[src/logic/dscr_regs.svh]
// Register offsets, field positions, reset values and timing figures
`ifndef DSCR_REGS_SVH
`define DSCR_REGS_SVH

`define DSCR_CLK_NS          10

`define DSCR_ADDR_PMOP       8'h01
`define DSCR_ADDR_DATA       8'h21
`define DSCR_ADDR_HIGH       8'h25
`define DSCR_ADDR_LOW        8'h26
`define DSCR_ADDR_PMSTAT     8'h78
`define DSCR_ADDR_PMREV      8'h98
`define DSCR_ADDR_STATUS     8'hd0
`define DSCR_ADDR_CONFIG     8'hd1
`define DSCR_ADDR_TRIGGER    8'hd3

`define DSCR_ST_USER_ALARM   15
`define DSCR_ST_FACT_ALARM   14
`define DSCR_ST_NV_BUSY      13
`define DSCR_ST_UPD_BUSY     12

`define DSCR_CF_WAVE_HI      15
`define DSCR_CF_WAVE_LO      14
`define DSCR_CF_LOCK         13
`define DSCR_CF_PMBUS        12
`define DSCR_CF_STEP_HI      11
`define DSCR_CF_STEP_LO      9
`define DSCR_CF_SLEW_HI      8
`define DSCR_CF_SLEW_LO      5
`define DSCR_CF_PDN_HI       4
`define DSCR_CF_PDN_LO       3
`define DSCR_CF_REF          2
`define DSCR_CF_SPAN_HI      1
`define DSCR_CF_SPAN_LO      0
`define DSCR_CF_RESET        16'h01f0
`define DSCR_CF_KEEP_MASK    16'hdfff

`define DSCR_TR_UNLOCK_HI    15
`define DSCR_TR_UNLOCK_LO    12
`define DSCR_TR_CFG_RESET    9
`define DSCR_TR_RUN          8
`define DSCR_TR_MARGIN_HIGH  7
`define DSCR_TR_MARGIN_LOW   6
`define DSCR_TR_NV_RELOAD    5
`define DSCR_TR_NV_PROG      4
`define DSCR_UNLOCK_CODE     4'h5

`define DSCR_CODE_LSB        2
`define DSCR_SLEW_NONE       4'hf

`define DSCR_SLEW_FAST_NS    25600
`define DSCR_SLEW_MID_NS     204800
`define DSCR_SLEW_SLOW_NS    1638400
`define DSCR_SLEW_12US_NS    12000
`define DSCR_SLEW_8US_NS     8000
`define DSCR_SLEW_4US_NS     4000
`define DSCR_NV_BUSY_NS      20000

`endif

[src/logic/dscr_pkg.sv]
// Types shared by the converter register bank
`default_nettype none
package dscr_pkg;
	typedef enum logic [1:0] {WV_TRIANGLE, WV_SAW_UP, WV_SAW_DOWN, WV_SQUARE} dscr_wave_sel_type;
	typedef enum {ST_FOLLOW, ST_RISE, ST_FALL} dscr_wave_state_type;
endpackage : dscr_pkg
`default_nettype wire

[src/logic/dscr_step_if.sv]
// Settings and state passed between register bank and waveform generator
`timescale 1ns/1ps
`default_nettype none
interface dscr_step_if import dscr_pkg::*; #(parameter int CODE_W = 10);
	dscr_wave_sel_type   mode;
	logic                run;
	logic [3:0]          slewSel;
	logic [2:0]          stepSel;
	logic [CODE_W-1:0]   highCode;
	logic [CODE_W-1:0]   lowCode;
	logic [CODE_W-1:0]   targetCode;
	logic [CODE_W-1:0]   code;
	logic                busy;
	modport ctrl (output mode, run, slewSel, stepSel, highCode, lowCode, targetCode,
		input code, busy);
	modport gen (input mode, run, slewSel, stepSel, highCode, lowCode, targetCode,
		output code, busy);
endinterface : dscr_step_if
`default_nettype wire

[src/logic/dscr_wave_gen.sv]
// Slew stepping and waveform generator for the output code
`timescale 1ns/1ps
`default_nettype none
`include "dscr_regs.svh"
module dscr_wave_gen import dscr_pkg::*; #(
	parameter int CODE_W   = 10,
	parameter int FAST_CYC = 2560,
	parameter int MID_CYC  = 20480,
	parameter int SLOW_CYC = 163840
) (
	input  wire logic  clk_sys,
	input  wire logic  rst,
	dscr_step_if.gen   step
);
	localparam int C12 = (`DSCR_SLEW_12US_NS + `DSCR_CLK_NS - 1) / `DSCR_CLK_NS;
	localparam int C8  = (`DSCR_SLEW_8US_NS + `DSCR_CLK_NS - 1) / `DSCR_CLK_NS;
	localparam int C4  = (`DSCR_SLEW_4US_NS + `DSCR_CLK_NS - 1) / `DSCR_CLK_NS;

	dscr_wave_state_type state;
	dscr_wave_state_type next_state;
	logic [23:0]         tickCnt;
	logic [23:0]         periodCyc;
	logic [CODE_W-1:0]   next_code;
	logic [CODE_W:0]     stepExt;
	logic [CODE_W:0]     upSum;
	logic [CODE_W:0]     downDiff;
	logic                tick;
	logic                noSlew;

	// Cycles per step from the slew field
	function automatic logic [23:0] period_for(input logic [3:0] sel);
		logic [23:0] base;
		base = 24'(FAST_CYC);
		case (sel[3:2])
			2'h0: base = 24'(FAST_CYC);
			2'h1: base = 24'(MID_CYC);
			2'h2: base = 24'(SLOW_CYC);
			default: base = 24'(C4);
		endcase
		if (sel[3:2] == 2'h3) begin
			case (sel[1:0])
				2'h0: period_for = 24'(C12);
				2'h1: period_for = 24'(C8);
				default: period_for = 24'(C4);
			endcase
		end else begin
			period_for = base + ((base * 24'(sel[1:0])) >> 2);
		end
	endfunction : period_for

	// Code step size from the step field
	function automatic logic [5:0] step_for(input logic [2:0] sel);
		case (sel)
			3'h0: step_for = 6'h01;
			3'h1: step_for = 6'h02;
			3'h2: step_for = 6'h03;
			3'h3: step_for = 6'h04;
			3'h4: step_for = 6'h06;
			3'h5: step_for = 6'h08;
			3'h6: step_for = 6'h10;
			default: step_for = 6'h20;
		endcase
	endfunction : step_for

	assign noSlew    = step.slewSel == `DSCR_SLEW_NONE;
	assign periodCyc = period_for(step.slewSel);
	assign tick      = noSlew || (tickCnt >= periodCyc - 24'h1);
	assign stepExt   = (CODE_W + 1)'(step_for(step.stepSel));
	assign upSum     = {1'b0, step.code} + stepExt;
	assign downDiff  = {1'b0, step.code} - stepExt;

	always_comb begin
		next_state = state;
		next_code  = step.code;
		if (!step.run) begin
			next_state = ST_FOLLOW;
			if (noSlew) begin
				next_code = step.targetCode;
			end else if (tick) begin
				if (step.code < step.targetCode) begin
					next_code = (upSum >= {1'b0, step.targetCode}) ? step.targetCode
						: upSum[CODE_W-1:0];
				end else if (downDiff[CODE_W] || downDiff < {1'b0, step.targetCode}) begin
					next_code = step.targetCode;
				end else begin
					next_code = downDiff[CODE_W-1:0];
				end
			end
		end else if (state == ST_FOLLOW) begin
			if (step.mode == WV_SAW_DOWN) begin
				next_code  = step.highCode;
				next_state = ST_FALL;
			end else begin
				next_code  = step.lowCode;
				next_state = ST_RISE;
			end
		end else if (tick) begin
			case (state)
				ST_RISE: begin
					if (step.mode == WV_SQUARE) begin
						next_code  = step.highCode;
						next_state = ST_FALL;
					end else if (step.code >= step.highCode) begin
						if (step.mode == WV_SAW_UP) begin
							next_code = step.lowCode;
						end else begin
							next_state = ST_FALL;
						end
					end else begin
						next_code = (upSum >= {1'b0, step.highCode}) ? step.highCode
							: upSum[CODE_W-1:0];
					end
				end
				ST_FALL: begin
					if (step.mode == WV_SQUARE) begin
						next_code  = step.lowCode;
						next_state = ST_RISE;
					end else if (step.code <= step.lowCode) begin
						if (step.mode == WV_SAW_DOWN) begin
							next_code = step.highCode;
						end else begin
							next_state = ST_RISE;
						end
					end else if (downDiff[CODE_W] || downDiff < {1'b0, step.lowCode}) begin
						next_code = step.lowCode;
					end else begin
						next_code = downDiff[CODE_W-1:0];
					end
				end
				default: next_state = ST_FOLLOW;
			endcase
		end
	end

	always_ff @(posedge clk_sys) begin
		if (rst || tick || (step.run && state == ST_FOLLOW)) begin
			tickCnt <= 24'h0;
		end else begin
			tickCnt <= tickCnt + 24'h1;
		end
	end

	always_ff @(posedge clk_sys) begin
		if (rst) begin
			state     <= ST_FOLLOW;
			step.code <= '0;
			step.busy <= 1'b0;
		end else begin
			state     <= next_state;
			step.code <= next_code;
			step.busy <= !step.run && (next_code != step.targetCode);
		end
	end
endmodule : dscr_wave_gen
`default_nettype wire

[src/logic/dscr_status_config_regs.sv]
// Status and configuration register bank of the voltage-output converter
// Summary of operation
// - Status word sits at command D0h and ignores every write.
// - Status bit 15 shows a checksum mismatch in the user store.
// - Status bit 14 shows a checksum mismatch in the factory store.
// - Status bit 13 is high during store program or reload; host waits.
// - Busy clears when the store operation ends; converter writes resume.
// - Status bit 12 is high while output update runs; host waits.
// - General configuration sits at D1h, resets to 01F0h.
// - Select 00 ramps up and down between margin codes.
// - Select 01 ramps up from low to high, then jumps low.
// - Select 10 ramps down from high to low, then jumps high.
// - Select 11 alternates margin codes, dwell set by slew field.
// - Writing 1 to config bit 13 locks all registers.
// - Unlock code 0101 in trigger bits 15:12 clears the lock.
// - Config bit 12 enables PMBus mode, reset value 0.
// - Reads return upper data byte first, then lower data byte.
// - Slew field resets to 1111, meaning code changes apply at once.
// - Waveform runs only while the trigger run bit is set.
`timescale 1ns/1ps
`default_nettype none
`include "dscr_regs.svh"
module dscr_status_config_regs import dscr_pkg::*; #(
	parameter int         CODE_W      = 10,
	parameter int         FAST_CYC    = `DSCR_SLEW_FAST_NS / `DSCR_CLK_NS,
	parameter int         MID_CYC     = `DSCR_SLEW_MID_NS / `DSCR_CLK_NS,
	parameter int         SLOW_CYC    = `DSCR_SLEW_SLOW_NS / `DSCR_CLK_NS,
	parameter int         NV_BUSY_CYC = `DSCR_NV_BUSY_NS / `DSCR_CLK_NS,
	// Identification values are arbitrary
	parameter logic [3:0] PART_ID     = 4'h3,
	parameter logic [1:0] REVISION_ID = 2'h1,
	parameter logic [7:0] PMBUS_REV   = 8'h11
) (
	input  wire logic         clk_sys,
	input  wire logic         rst,
	input  wire logic         cmdValid,
	input  wire logic         cmdWrite,
	input  wire logic [7:0]   cmdAddr,
	input  wire logic [15:0]  cmdData,
	input  wire logic         byteAck,
	input  wire logic         userChecksumBad,
	input  wire logic         factoryChecksumBad,
	output logic [7:0]        rdByte,
	output logic              rdByteValid,
	output logic [CODE_W-1:0] dacCode,
	output logic              pmbusEnable,
	output logic              deviceLocked,
	output logic [1:0]        powerDownMode,
	output logic              refEnable,
	output logic [1:0]        outputSpan
);
	localparam int HI = `DSCR_CODE_LSB + CODE_W - 1;

	logic [15:0]  cfgReg;
	logic [15:0]  dataReg;
	logic [15:0]  highReg;
	logic [15:0]  lowReg;
	logic [15:0]  cfgStore;
	logic [15:0]  dataStore;
	logic [15:0]  highStore;
	logic [15:0]  lowStore;
	logic [7:0]   pmopReg;
	logic         lockReg;
	logic         runReg;
	logic         marginHigh;
	logic         marginLow;
	logic         nvBusy;
	logic         nvProg;
	logic [23:0]  nvCnt;
	logic [7:0]   rdLow;
	logic         rdPending;

	wire          wrEn;
	wire          hitStatus;
	wire          hitCfg;
	wire          hitTrig;
	wire          hitData;
	wire          hitHigh;
	wire          hitLow;
	wire          hitPmop;
	wire          hitPmstat;
	wire          hitPmrev;
	wire          unlockHit;
	wire          wrOpen;
	wire          dacBusy;
	wire          wrDac;
	wire          cfgWr;
	wire          dataWr;
	wire          highWr;
	wire          lowWr;
	wire          trigWr;
	wire          cfgReset;
	wire          nvStart;
	wire          nvDone;
	wire          rdStart;
	wire [15:0]   statusWord;
	wire [15:0]   readWord;

	dscr_step_if #(.CODE_W(CODE_W)) step ();

	// Address decode
	assign wrEn      = cmdValid && cmdWrite;
	assign rdStart   = cmdValid && !cmdWrite;
	assign hitStatus = cmdAddr == `DSCR_ADDR_STATUS;
	assign hitCfg    = cmdAddr == `DSCR_ADDR_CONFIG;
	assign hitTrig   = cmdAddr == `DSCR_ADDR_TRIGGER;
	assign hitData   = cmdAddr == `DSCR_ADDR_DATA;
	assign hitHigh   = cmdAddr == `DSCR_ADDR_HIGH;
	assign hitLow    = cmdAddr == `DSCR_ADDR_LOW;
	assign hitPmop   = cmdAddr == `DSCR_ADDR_PMOP;
	assign hitPmstat = cmdAddr == `DSCR_ADDR_PMSTAT;
	assign hitPmrev  = cmdAddr == `DSCR_ADDR_PMREV;

	// Write gating
	assign unlockHit = wrEn && hitTrig
		&& cmdData[`DSCR_TR_UNLOCK_HI:`DSCR_TR_UNLOCK_LO] == `DSCR_UNLOCK_CODE;
	assign wrOpen    = wrEn && !lockReg;
	assign dacBusy   = nvBusy || step.busy;
	assign wrDac     = wrOpen && !dacBusy;
	assign cfgWr     = wrDac && hitCfg;
	assign dataWr    = wrDac && hitData;
	assign highWr    = wrDac && hitHigh;
	assign lowWr     = wrDac && hitLow;
	assign trigWr    = wrOpen && hitTrig;
	assign cfgReset  = trigWr && cmdData[`DSCR_TR_CFG_RESET];
	assign nvStart   = trigWr && !dacBusy
		&& (cmdData[`DSCR_TR_NV_PROG] || cmdData[`DSCR_TR_NV_RELOAD]);
	assign nvDone    = nvBusy && nvCnt == 24'h1;

	// Read data
	assign statusWord = {userChecksumBad, factoryChecksumBad, nvBusy, step.busy, 6'h00,
		PART_ID, REVISION_ID};
	assign readWord =
		hitStatus ? statusWord :
		hitCfg    ? (cfgReg & `DSCR_CF_KEEP_MASK) :
		hitTrig   ? {8'h00, marginHigh, marginLow, 6'h00} :
		hitData   ? dataReg :
		hitHigh   ? highReg :
		hitLow    ? lowReg :
		hitPmop   ? {pmopReg, 8'h00} :
		hitPmstat ? {6'h00, nvBusy, step.busy, 8'h00} :
		hitPmrev  ? {PMBUS_REV, 8'h00} : 16'h0000;

	// Generator settings
	assign step.mode       = dscr_wave_sel_type'(cfgReg[`DSCR_CF_WAVE_HI:`DSCR_CF_WAVE_LO]);
	assign step.run        = runReg;
	assign step.slewSel    = cfgReg[`DSCR_CF_SLEW_HI:`DSCR_CF_SLEW_LO];
	assign step.stepSel    = cfgReg[`DSCR_CF_STEP_HI:`DSCR_CF_STEP_LO];
	assign step.highCode   = highReg[HI:`DSCR_CODE_LSB];
	assign step.lowCode    = lowReg[HI:`DSCR_CODE_LSB];
	assign step.targetCode = marginHigh ? highReg[HI:`DSCR_CODE_LSB]
		: marginLow ? lowReg[HI:`DSCR_CODE_LSB] : dataReg[HI:`DSCR_CODE_LSB];

	dscr_wave_gen #(
		.CODE_W   (CODE_W),
		.FAST_CYC (FAST_CYC),
		.MID_CYC  (MID_CYC),
		.SLOW_CYC (SLOW_CYC)
	) u_wave (
		.clk_sys (clk_sys),
		.rst     (rst),
		.step    (step)
	);

	// Outputs
	assign dacCode       = step.code;
	assign pmbusEnable   = cfgReg[`DSCR_CF_PMBUS];
	assign deviceLocked  = lockReg;
	assign powerDownMode = cfgReg[`DSCR_CF_PDN_HI:`DSCR_CF_PDN_LO];
	assign refEnable     = cfgReg[`DSCR_CF_REF];
	assign outputSpan    = cfgReg[`DSCR_CF_SPAN_HI:`DSCR_CF_SPAN_LO];

	// Working registers
	always_ff @(posedge clk_sys) begin
		if (rst || cfgReset) begin
			cfgReg  <= `DSCR_CF_RESET;
			dataReg <= 16'h0000;
			highReg <= 16'h0000;
			lowReg  <= 16'h0000;
		end else if (nvDone && !nvProg) begin
			cfgReg  <= cfgStore;
			dataReg <= dataStore;
			highReg <= highStore;
			lowReg  <= lowStore;
		end else begin
			if (cfgWr) begin
				cfgReg <= cmdData & `DSCR_CF_KEEP_MASK;
			end
			if (dataWr) begin
				dataReg <= cmdData;
			end
			if (highWr) begin
				highReg <= cmdData;
			end
			if (lowWr) begin
				lowReg <= cmdData;
			end
		end
	end

	// Lock bit
	always_ff @(posedge clk_sys) begin
		if (rst) begin
			lockReg <= 1'b0;
		end else if (unlockHit) begin
			lockReg <= 1'b0;
		end else if (cfgWr && cmdData[`DSCR_CF_LOCK]) begin
			lockReg <= 1'b1;
		end
	end

	// Nonvolatile copy
	always_ff @(posedge clk_sys) begin
		if (rst) begin
			cfgStore  <= `DSCR_CF_RESET;
			dataStore <= 16'h0000;
			highStore <= 16'h0000;
			lowStore  <= 16'h0000;
		end else if (nvDone && nvProg) begin
			cfgStore  <= cfgReg;
			dataStore <= dataReg;
			highStore <= highReg;
			lowStore  <= lowReg;
		end
	end

	// Store operation timer
	always_ff @(posedge clk_sys) begin
		if (rst) begin
			nvBusy <= 1'b0;
			nvProg <= 1'b0;
			nvCnt  <= 24'h0;
		end else if (nvStart) begin
			nvBusy <= 1'b1;
			nvProg <= cmdData[`DSCR_TR_NV_PROG];
			nvCnt  <= 24'(NV_BUSY_CYC);
		end else if (nvDone) begin
			nvBusy <= 1'b0;
			nvCnt  <= 24'h0;
		end else if (nvBusy) begin
			nvCnt  <= nvCnt - 24'h1;
		end
	end

	// Trigger bits; a write setting a margin bit wins over its self clear
	always_ff @(posedge clk_sys) begin
		if (rst || cfgReset) begin
			runReg     <= 1'b0;
			marginHigh <= 1'b0;
			marginLow  <= 1'b0;
			pmopReg    <= 8'h00;
		end else begin
			if (trigWr) begin
				runReg <= cmdData[`DSCR_TR_RUN];
			end
			if (trigWr && !dacBusy && cmdData[`DSCR_TR_MARGIN_HIGH]) begin
				marginHigh <= 1'b1;
				marginLow  <= 1'b0;
			end else if (trigWr && !dacBusy && cmdData[`DSCR_TR_MARGIN_LOW]) begin
				marginLow  <= 1'b1;
				marginHigh <= 1'b0;
			end else if (!step.busy && step.code == step.targetCode && !runReg) begin
				marginHigh <= 1'b0;
				marginLow  <= 1'b0;
			end
			if (wrOpen && hitPmop) begin
				pmopReg <= cmdData[15:8];
			end
		end
	end

	// Byte read-out, upper byte first
	always_ff @(posedge clk_sys) begin
		if (rst) begin
			rdByte      <= 8'h00;
			rdByteValid <= 1'b0;
			rdLow       <= 8'h00;
			rdPending   <= 1'b0;
		end else if (rdStart) begin
			rdByte      <= readWord[15:8];
			rdLow       <= readWord[7:0];
			rdByteValid <= 1'b1;
			rdPending   <= 1'b1;
		end else if (byteAck && rdPending) begin
			rdByte      <= rdLow;
			rdByteValid <= 1'b1;
			rdPending   <= 1'b0;
		end else begin
			rdByteValid <= 1'b0;
		end
	end
endmodule : dscr_status_config_regs
`default_nettype wire

[config.mk]
export PLATFORM = sky130hd
export DESIGN_NAME = dscr_status_config_regs
export DESIGN_NICKNAME = d
export VERILOG_FILES = /design/src/logic/dscr_pkg.sv /design/src/logic/dscr_step_if.sv /design/src/logic/dscr_wave_gen.sv /design/src/logic/dscr_status_config_regs.sv
export VERILOG_INCLUDE_DIRS = /design/src /design/src/logic
export SDC_FILE = /design/constraint.sdc
export NUM_CORES = 1
export LEC_CHECK = 0
export ABC_AREA = 1
export ABC_CLOCK_PERIOD_IN_PS = 12600
export BUFFER_PORTS_ARGS = -buffer_cell sky130_fd_sc_hd__buf_2
export CAP_MARGIN = 40
export CORE_UTILIZATION = 45
export DETAILED_ROUTE_END_ITERATION = 10
export GPL_ROUTABILITY_DRIVEN = 0
export GPL_TIMING_DRIVEN = 0
export PLACE_DENSITY = 0.6
export SYNTH_ARGS = -nofsm -noshare
export SYNTH_HDL_FRONTEND = slang
export SYNTH_SLANG_ARGS = --single-unit
export TNS_END_PERCENT = 100
[constraint.sdc]
create_clock -name clk_sys -period 12.6 [get_ports clk_sys]
set_clock_uncertainty 0.05 [all_clocks]
set_input_delay 1.89 -clock clk_sys [delete_from_list [all_inputs] [get_ports clk_sys]]
set_output_delay 1.89 -clock clk_sys [all_outputs]
set_load 0.05 [all_outputs]
Word level (Yosys, flattened, before mapping)
Cells that the tools add are included.
- add/sub/neg operators: 6
- multiply operators: 1
- magnitude comparators: 8
- equal/unequal tests: 33
- muxes and demuxes: 66
- bitwise gates (word level): 1
- reduce and logical (&&, ||, !) cells: 59
- operators by type and width (kind ; count):
    32-bit two-way mux ; 8
    16-bit two-way mux ; 15
    10-bit two-way mux ; 19
    32-bit one-hot mux with 2 select lines ; 1
    18-bit one-hot mux with 3 select lines ; 1
    24-bit by 1-bit subtractor with 24-bit output, second input constant ; 2
    6-bit one-hot mux with 7 select lines ; 1
    11-bit two-way mux ; 3
    32-bit by 1-bit equality test with 1-bit output, second input constant ; 1
    32-bit by 2-bit equality test with 1-bit output, second input constant ; 1
    8-bit equality test, second input constant ; 4
    32-bit zero test ; 1
    1-bit logical AND ; 26
    13-bit two-way mux ; 2
    24-bit by 1-bit adder with 24-bit output, second input constant ; 1
    24-bit by 1-bit equality test with 1-bit output, second input constant ; 1
    8-bit by 6-bit equality test with 1-bit output, second input constant ; 3
    24-bit >= comparator ; 1
    24-bit two-way mux ; 1
    18-bit by 22-bit adder with 23-bit output ; 1
    11-bit by 10-bit >= comparator with 1-bit output ; 2
    11-bit by 10-bit less-than comparator with 1-bit output ; 2
    11-bit one-hot mux with 2 select lines ; 1
    18-bit by 2-bit multiplier with 20-bit output ; 1
    33 further kinds ; 75
- flip-flop bits (word level): 251
- input port bits: 31
- logic and storage cells: 199

Longest topological paths before layout
- word-level depth: 14
- gate-level depth with buffers: 48

Hierarchy
From an unflattened synthesis, not the netlist that was laid out.
- cells, all modules: 2596
- area, all modules: 16570.9 sq um
- modules (own cells, without submodules) (module ; times used ; cells an instance ; area an instance (sq um) ; seq. area each (sq um)):
    dscr_status_config_regs ; 1 ; 1338 ; 9075.0 ; 3643.5
    dscr_wave_gen ; 1 ; 1258 ; 7495.9 ; 740.7

Least setup slack after synthesis
Ideal clock, no wire load.
- path type: reg2reg
- start: register cfgReg[8]
- end: register u_wave.step.busy
- arrival time: 4880 ps
- setup slack: 7558 ps
- cell stages (with the launch flop): 45
- buffers on the path: 1
- period minus slack after synthesis: 5042 ps
- cell sequence: dfxtp_1 > nand2_4 > nor2_2 > ha_1 > ha_1 > ha_1 > fa_1 > nand2_1 > inv_1 > nor2_1 > nor2_2 > nand2_2 > o21ai_2 > nand2_1 > o21bai_2 > nand2_1 > inv_2 > o21ai_4 > [9 not listed] > inv_1 > o21ai_0 > nand2_1 > a21oi_1 > nand4_4 > nand2_1 > buf_2 > a21oi_1 > nand2_1 > nand2_1 > nand2_1 > nand2_1 > nand2_1 > nand2_1 > nor2_1 > nand3_1 > nor2_1 > nor2_1
- cells in the longest elaborated chain, start to end: 13
- elaborated cells between the ends (all ways): 19
- those cells by class: 2 x add/sub; 1 x mul; 1 x order compare; 5 x eq/ne; 7 x mux; 3 x reduce/logical
- RTL lines (element ; RTL line ; source):
    start: declaration ; dscr_status_config_regs.sv:54 ; logic [15:0] cfgReg;
    start signal: assignment ; dscr_status_config_regs.sv:176 ; cfgReg <= `DSCR_CF_RESET;
    start signal: assignment ; dscr_status_config_regs.sv:181 ; cfgReg <= cfgStore;
    start signal: assignment ; dscr_status_config_regs.sv:187 ; cfgReg <= cmdData & `DSCR_CF_KEEP_MASK;
    2-bit equality test, or another cell as far along ; dscr_wave_gen.sv:34 ; case (sel[3:2])
    18-bit one-hot mux with 3 select lines ; dscr_wave_gen.sv:34 ;
    18-bit by 2-bit multiplier with 20-bit output ; dscr_wave_gen.sv:47 ; period_for = base + ((base * 24'(sel[1:0])) >> 2);
    18-bit by 22-bit adder with 23-bit output ; dscr_wave_gen.sv:47 ;
    24-bit two-way mux ; dscr_wave_gen.sv:40 ; if (sel[3:2] == 2'h3) begin
    24-bit by 1-bit subtractor with 24-bit output ; dscr_wave_gen.sv:67 ; assign tick = noSlew || (tickCnt >= periodCyc - 24'h1);
    24-bit >= comparator ; dscr_wave_gen.sv:67 ;
    1-bit logical OR ; dscr_wave_gen.sv:67 ;
    10-bit two-way mux, on equally long branches ; dscr_wave_gen.sv:79, dscr_wave_gen.sv:97 ;
    10-bit two-way mux, on equally long branches ; dscr_wave_gen.sv:77, dscr_wave_gen.sv:89 ;
    10-bit two-way mux * ; dscr_wave_gen.sv:75 ; if (!step.run) begin
    10-bit != test * ; dscr_wave_gen.sv:151 ; step.busy <= !step.run && (next_code != step.targetCode);
    1-bit logical AND * ; dscr_wave_gen.sv:151 ;
    end signal: assignment ; dscr_wave_gen.sv:151 ;
    end: declaration ; dscr_step_if.sv:17 ; output code, busy);
Mark *: on every way between the ends. The rest lies on a longest branch, timed or not.
A chain may end at the register's enable or synchronous reset.

Final worst setup path
Same ends and word-level chain as after synthesis.

==> out/metrics.yaml <==
clocking:
  cts_post_setup_buffers_inserted: 0
  cts_resized: 0
  h-tree-depth: 1
  cts.sinks: 219
  clkTransAtPathRegs_ps: 60
  insertion_delay_ps: 570
  cts_tree: "yes"
  cts_hold_buf: 0
  cts_buffers: 27
  cts.path.max_buffers: 3
  cts_root_buffer: "clkbuf_16"
global_routing:
  grt_antenna_before_repair: 1
  grt_first_pass_wirelength_um: 89600
  grt_usage_pct: 32.3
  overflow: 0
  grt_pass1_vias: 15700
  grt_max_degree: 15
synthesis:
  synth_top_flop_cell: "dfxtp_1"
  ys_seq_area_share_pct: 27.6
  avgSynthCellArea_um2: 6.53
  async_flop_share_pct: 0
  ys_types: 62
  ys_top_cells_by_area: "dfxtp_1 28%, nand2_1 14%, ha_1 9.4%"
  synth_area_um2: 15900
  synth_edf_count: 0
  synthCells: 2432
  synth_top_area_cell: "dfxtp_1"
  yosysWarnings: 0
  synth_top_area_share_pct: 27.6
  ys_seq_elements: 219
pwr:
  p_leak_nw: 8.41
  vdd_ir_drop_max_mv: 0.110
  swShare_pct: 24.0
  p_clk_share_pct: 52.2
  p_int_mw: 1.22
  power_density_nw_per_um2: 90.2
  power_frac_seq_pct: 43.4
  pwr-share-comb_pct: 4.4
  power_mw: 1.60
  p_switching_mw: 0.385
critical_path:
  critPathTopFamily: "simple AND/OR/NAND/NOR gates"
  crit_slowest_cell: "dfxtp_1"
  r2r-start: "cfgReg[8]"
  crit_type: "flop to flop"
  cp.required_ps: 13000
  cp-start-kind: "flop"
  slowest_delay_ps: 550
  worst-path-max-fanout: 10
  crit_arrival_ps: 6730
  crit_path_end_kind: "flop"
  rr_worst_depth: 41
  rrSetupSlack_ps: 6270
  cp_common_cell: "nand2_1"
  r2r-end: "u_wave.step.busy"
  crit_buf_inv: 3
cells_and_area:
  final_cell_mix: "589 x nand2_1, 323 x inv_1, 222 x nor2_1"
  multi_input_area_um2: 9740
  antenna_cells: 0
  synthToLayoutAreaGrowth_pct: 12.0
  final_nets: 2684
  regArea_um2: 4380
  fill_cells: 3635
  final_common_cell: "nand2_1"
  drive_gt1_share_pct: 8.51
detailed_routing:
  drtAntennaViolNets: 0
  drt-wirelength-per-cell_um: 19.7
  first_pass_iters: 8
  routed.top_layer: "met4"
  route.layer.met1.wl_um: 25200
  met3WireLength_um: 6250
  vias_per_cell: 5.70
  routed_wl_um: 59100
  wl_met2_um: 25300
  drc: 0
  vias: 17100
  drt_iter0_markers: 1753
die:
  core-area_um2: 34600
  io_pins: 57
  fp.dieArea_um2: 36100
  die_w_um: 190
  rows: 68
  start_util_pct: 45.9
  die_h_um: 190
min_path:
  hold_class: "flop to flop"
  hold_end: "u_wave.tickCnt[0]"
  hold_path_depth: 1
  holdCritStartpoint: "u_wave.tickCnt[0]"
sta:
  slew_viol_final: 0
  setup_tns_ps: 0
  rsz0062_at_grt: "false"
  hold_violations: 0
  fin_crit_ps: 6330
  max-slew-margin-rel_pct: 41.3
  fin_crit_sh_pct: 50.3
  setup_viol: 0
  tightest_slew_ps: 881
  fmax_ghz: 0.158
outcome:
  outcome: "finished, final reports clean"
place:
  io_buffers: 56
  dp_hpwl_um: 45200
job:
  drv_cap: 0
power by group through the flow:
stage          logic (mW)  clock network [mW]  registers, mW
3_5_place_dp       0.0677                   0          0.712
2_1_floorplan      0.0335                   0          0.718
5_1_grt            0.0751               0.870          0.697
6_report           0.0699               0.838          0.697
4_1_cts            0.0679               0.846          0.697
3_3_place_gp       0.0666                   0          0.712
metrics by stage:
stage	hold WS [ps]	setup slack [ps]	instances	util [%]	cell area (µm²)
6_report	400	6270	3005	51.4	17800
3_3_place_gp	379	6520	2944	48.4	16700
5_1_grt	416	5780	3005	51.4	17800
3_5_place_dp	389	6410	2956	48.6	16800
2_1_floorplan	368	7560	2433	-	15900
4_1_cts	403	6380	3005	51.4	17800
cell type report:
cell class | count | area share, %
repair buffers | 68 | 2.10
well taps | 455 | 3.20
clock inverters | 14 | 1.13
inverters | 347 | 7.38
clock buffers | 35 | 4.25
flip-flops and latches | 219 | 24.6
plain buffers | 99 | 2.57
multi-input cells | 1768 | 54.8
synthesized netlist by cell type (4+ instances only):
cell type and instances:
o21ai_0 141, nand3_1 121, clkinv_1 8, nor2_2 12
or2_2 7, a21oi_1 180, o21a_1 5, ha_1 120
nor3b_1 6, o211ai_1 53, o21ai_2 5, o21ai_1 22
inv_1 323, buf_4 6, a22oi_1 5, buf_2 14
nand2_2 9, a221oi_1 6, nor3_1 30, inv_2 13
nand2_1 589, nor2_4 6, o221ai_1 25, a31oi_1 13
nand4_1 22, a211oi_1 24, buf_6 6, xor2_1 33
clkbuf_1 70, nand3_2 4, nor2_1 222, o2111ai_1 6
xnor2_1 20, nor4_1 11, dfxtp_1 219, o22ai_1 25
nand3b_1 5
worst register-to-register path: cells and delay by family, from the launching register on:
kind                     cells  cell delay, ps
AO/OA/AOI/OAI                6             970
adder cells (fa/ha/maj)      5            1380
buffers and inverters        3             300
flip-flops                   1             550
AND/OR/NAND/NOR             27            3000
cell families after synthesis:
kind of cell / Yosys count / share of synthesized area, %
other: 2 / 0.0473
and+or+nand+nor: 1062 / 28.7
adders and majority gates: 123 / 9.83
AOI/OAI and AO/OA: 527 / 19.7
buffers and inverters: 446 / 11.1
DFF: 219 / 27.6
xor gates and xnor gates: 53 / 2.92
worst max-delay path by stage:
stage | start | to | slack, ps | cells after the start
5_1_grt | cfgReg[8] | u_wave.step.busy | 5780 | 44
2_1_floorplan | cfgReg[8] | u_wave.step.busy | 7560 | 44
3_5_place_dp | cfgReg[8] | u_wave.step.busy | 6410 | 44
4_1_cts | cfgReg[8] | u_wave.step.busy | 6380 | 44
3_3_place_gp | cfgReg[8] | u_wave.step.busy | 6520 | 41
6_report | cfgReg[8] | u_wave.step.busy | 6270 | 41
per-layer routing:
layer | track usage [%] | vias to the layer above
met5 | 0 | -
met4 | 12.1 | 0
met3 | 5.31 | 140
met2 | 49.9 | 883
met1 | 44.8 | 7874
li1 | - | 8234
sequential cells by signal, summed over array words and instances (netlist names), 2 cells and up:
register          flops
highReg              16
u_wave.tickCnt       24
lowReg               16
highStore            16
rdLow                 8
cfgReg               15
dataReg              16
rdByte                8
lowStore             16
dataStore            16
cfgStore             15
u_wave.step.code     10
nvCnt                24
u_wave.state          2
pmopReg               8
Power figures use the tool's default switching activity.
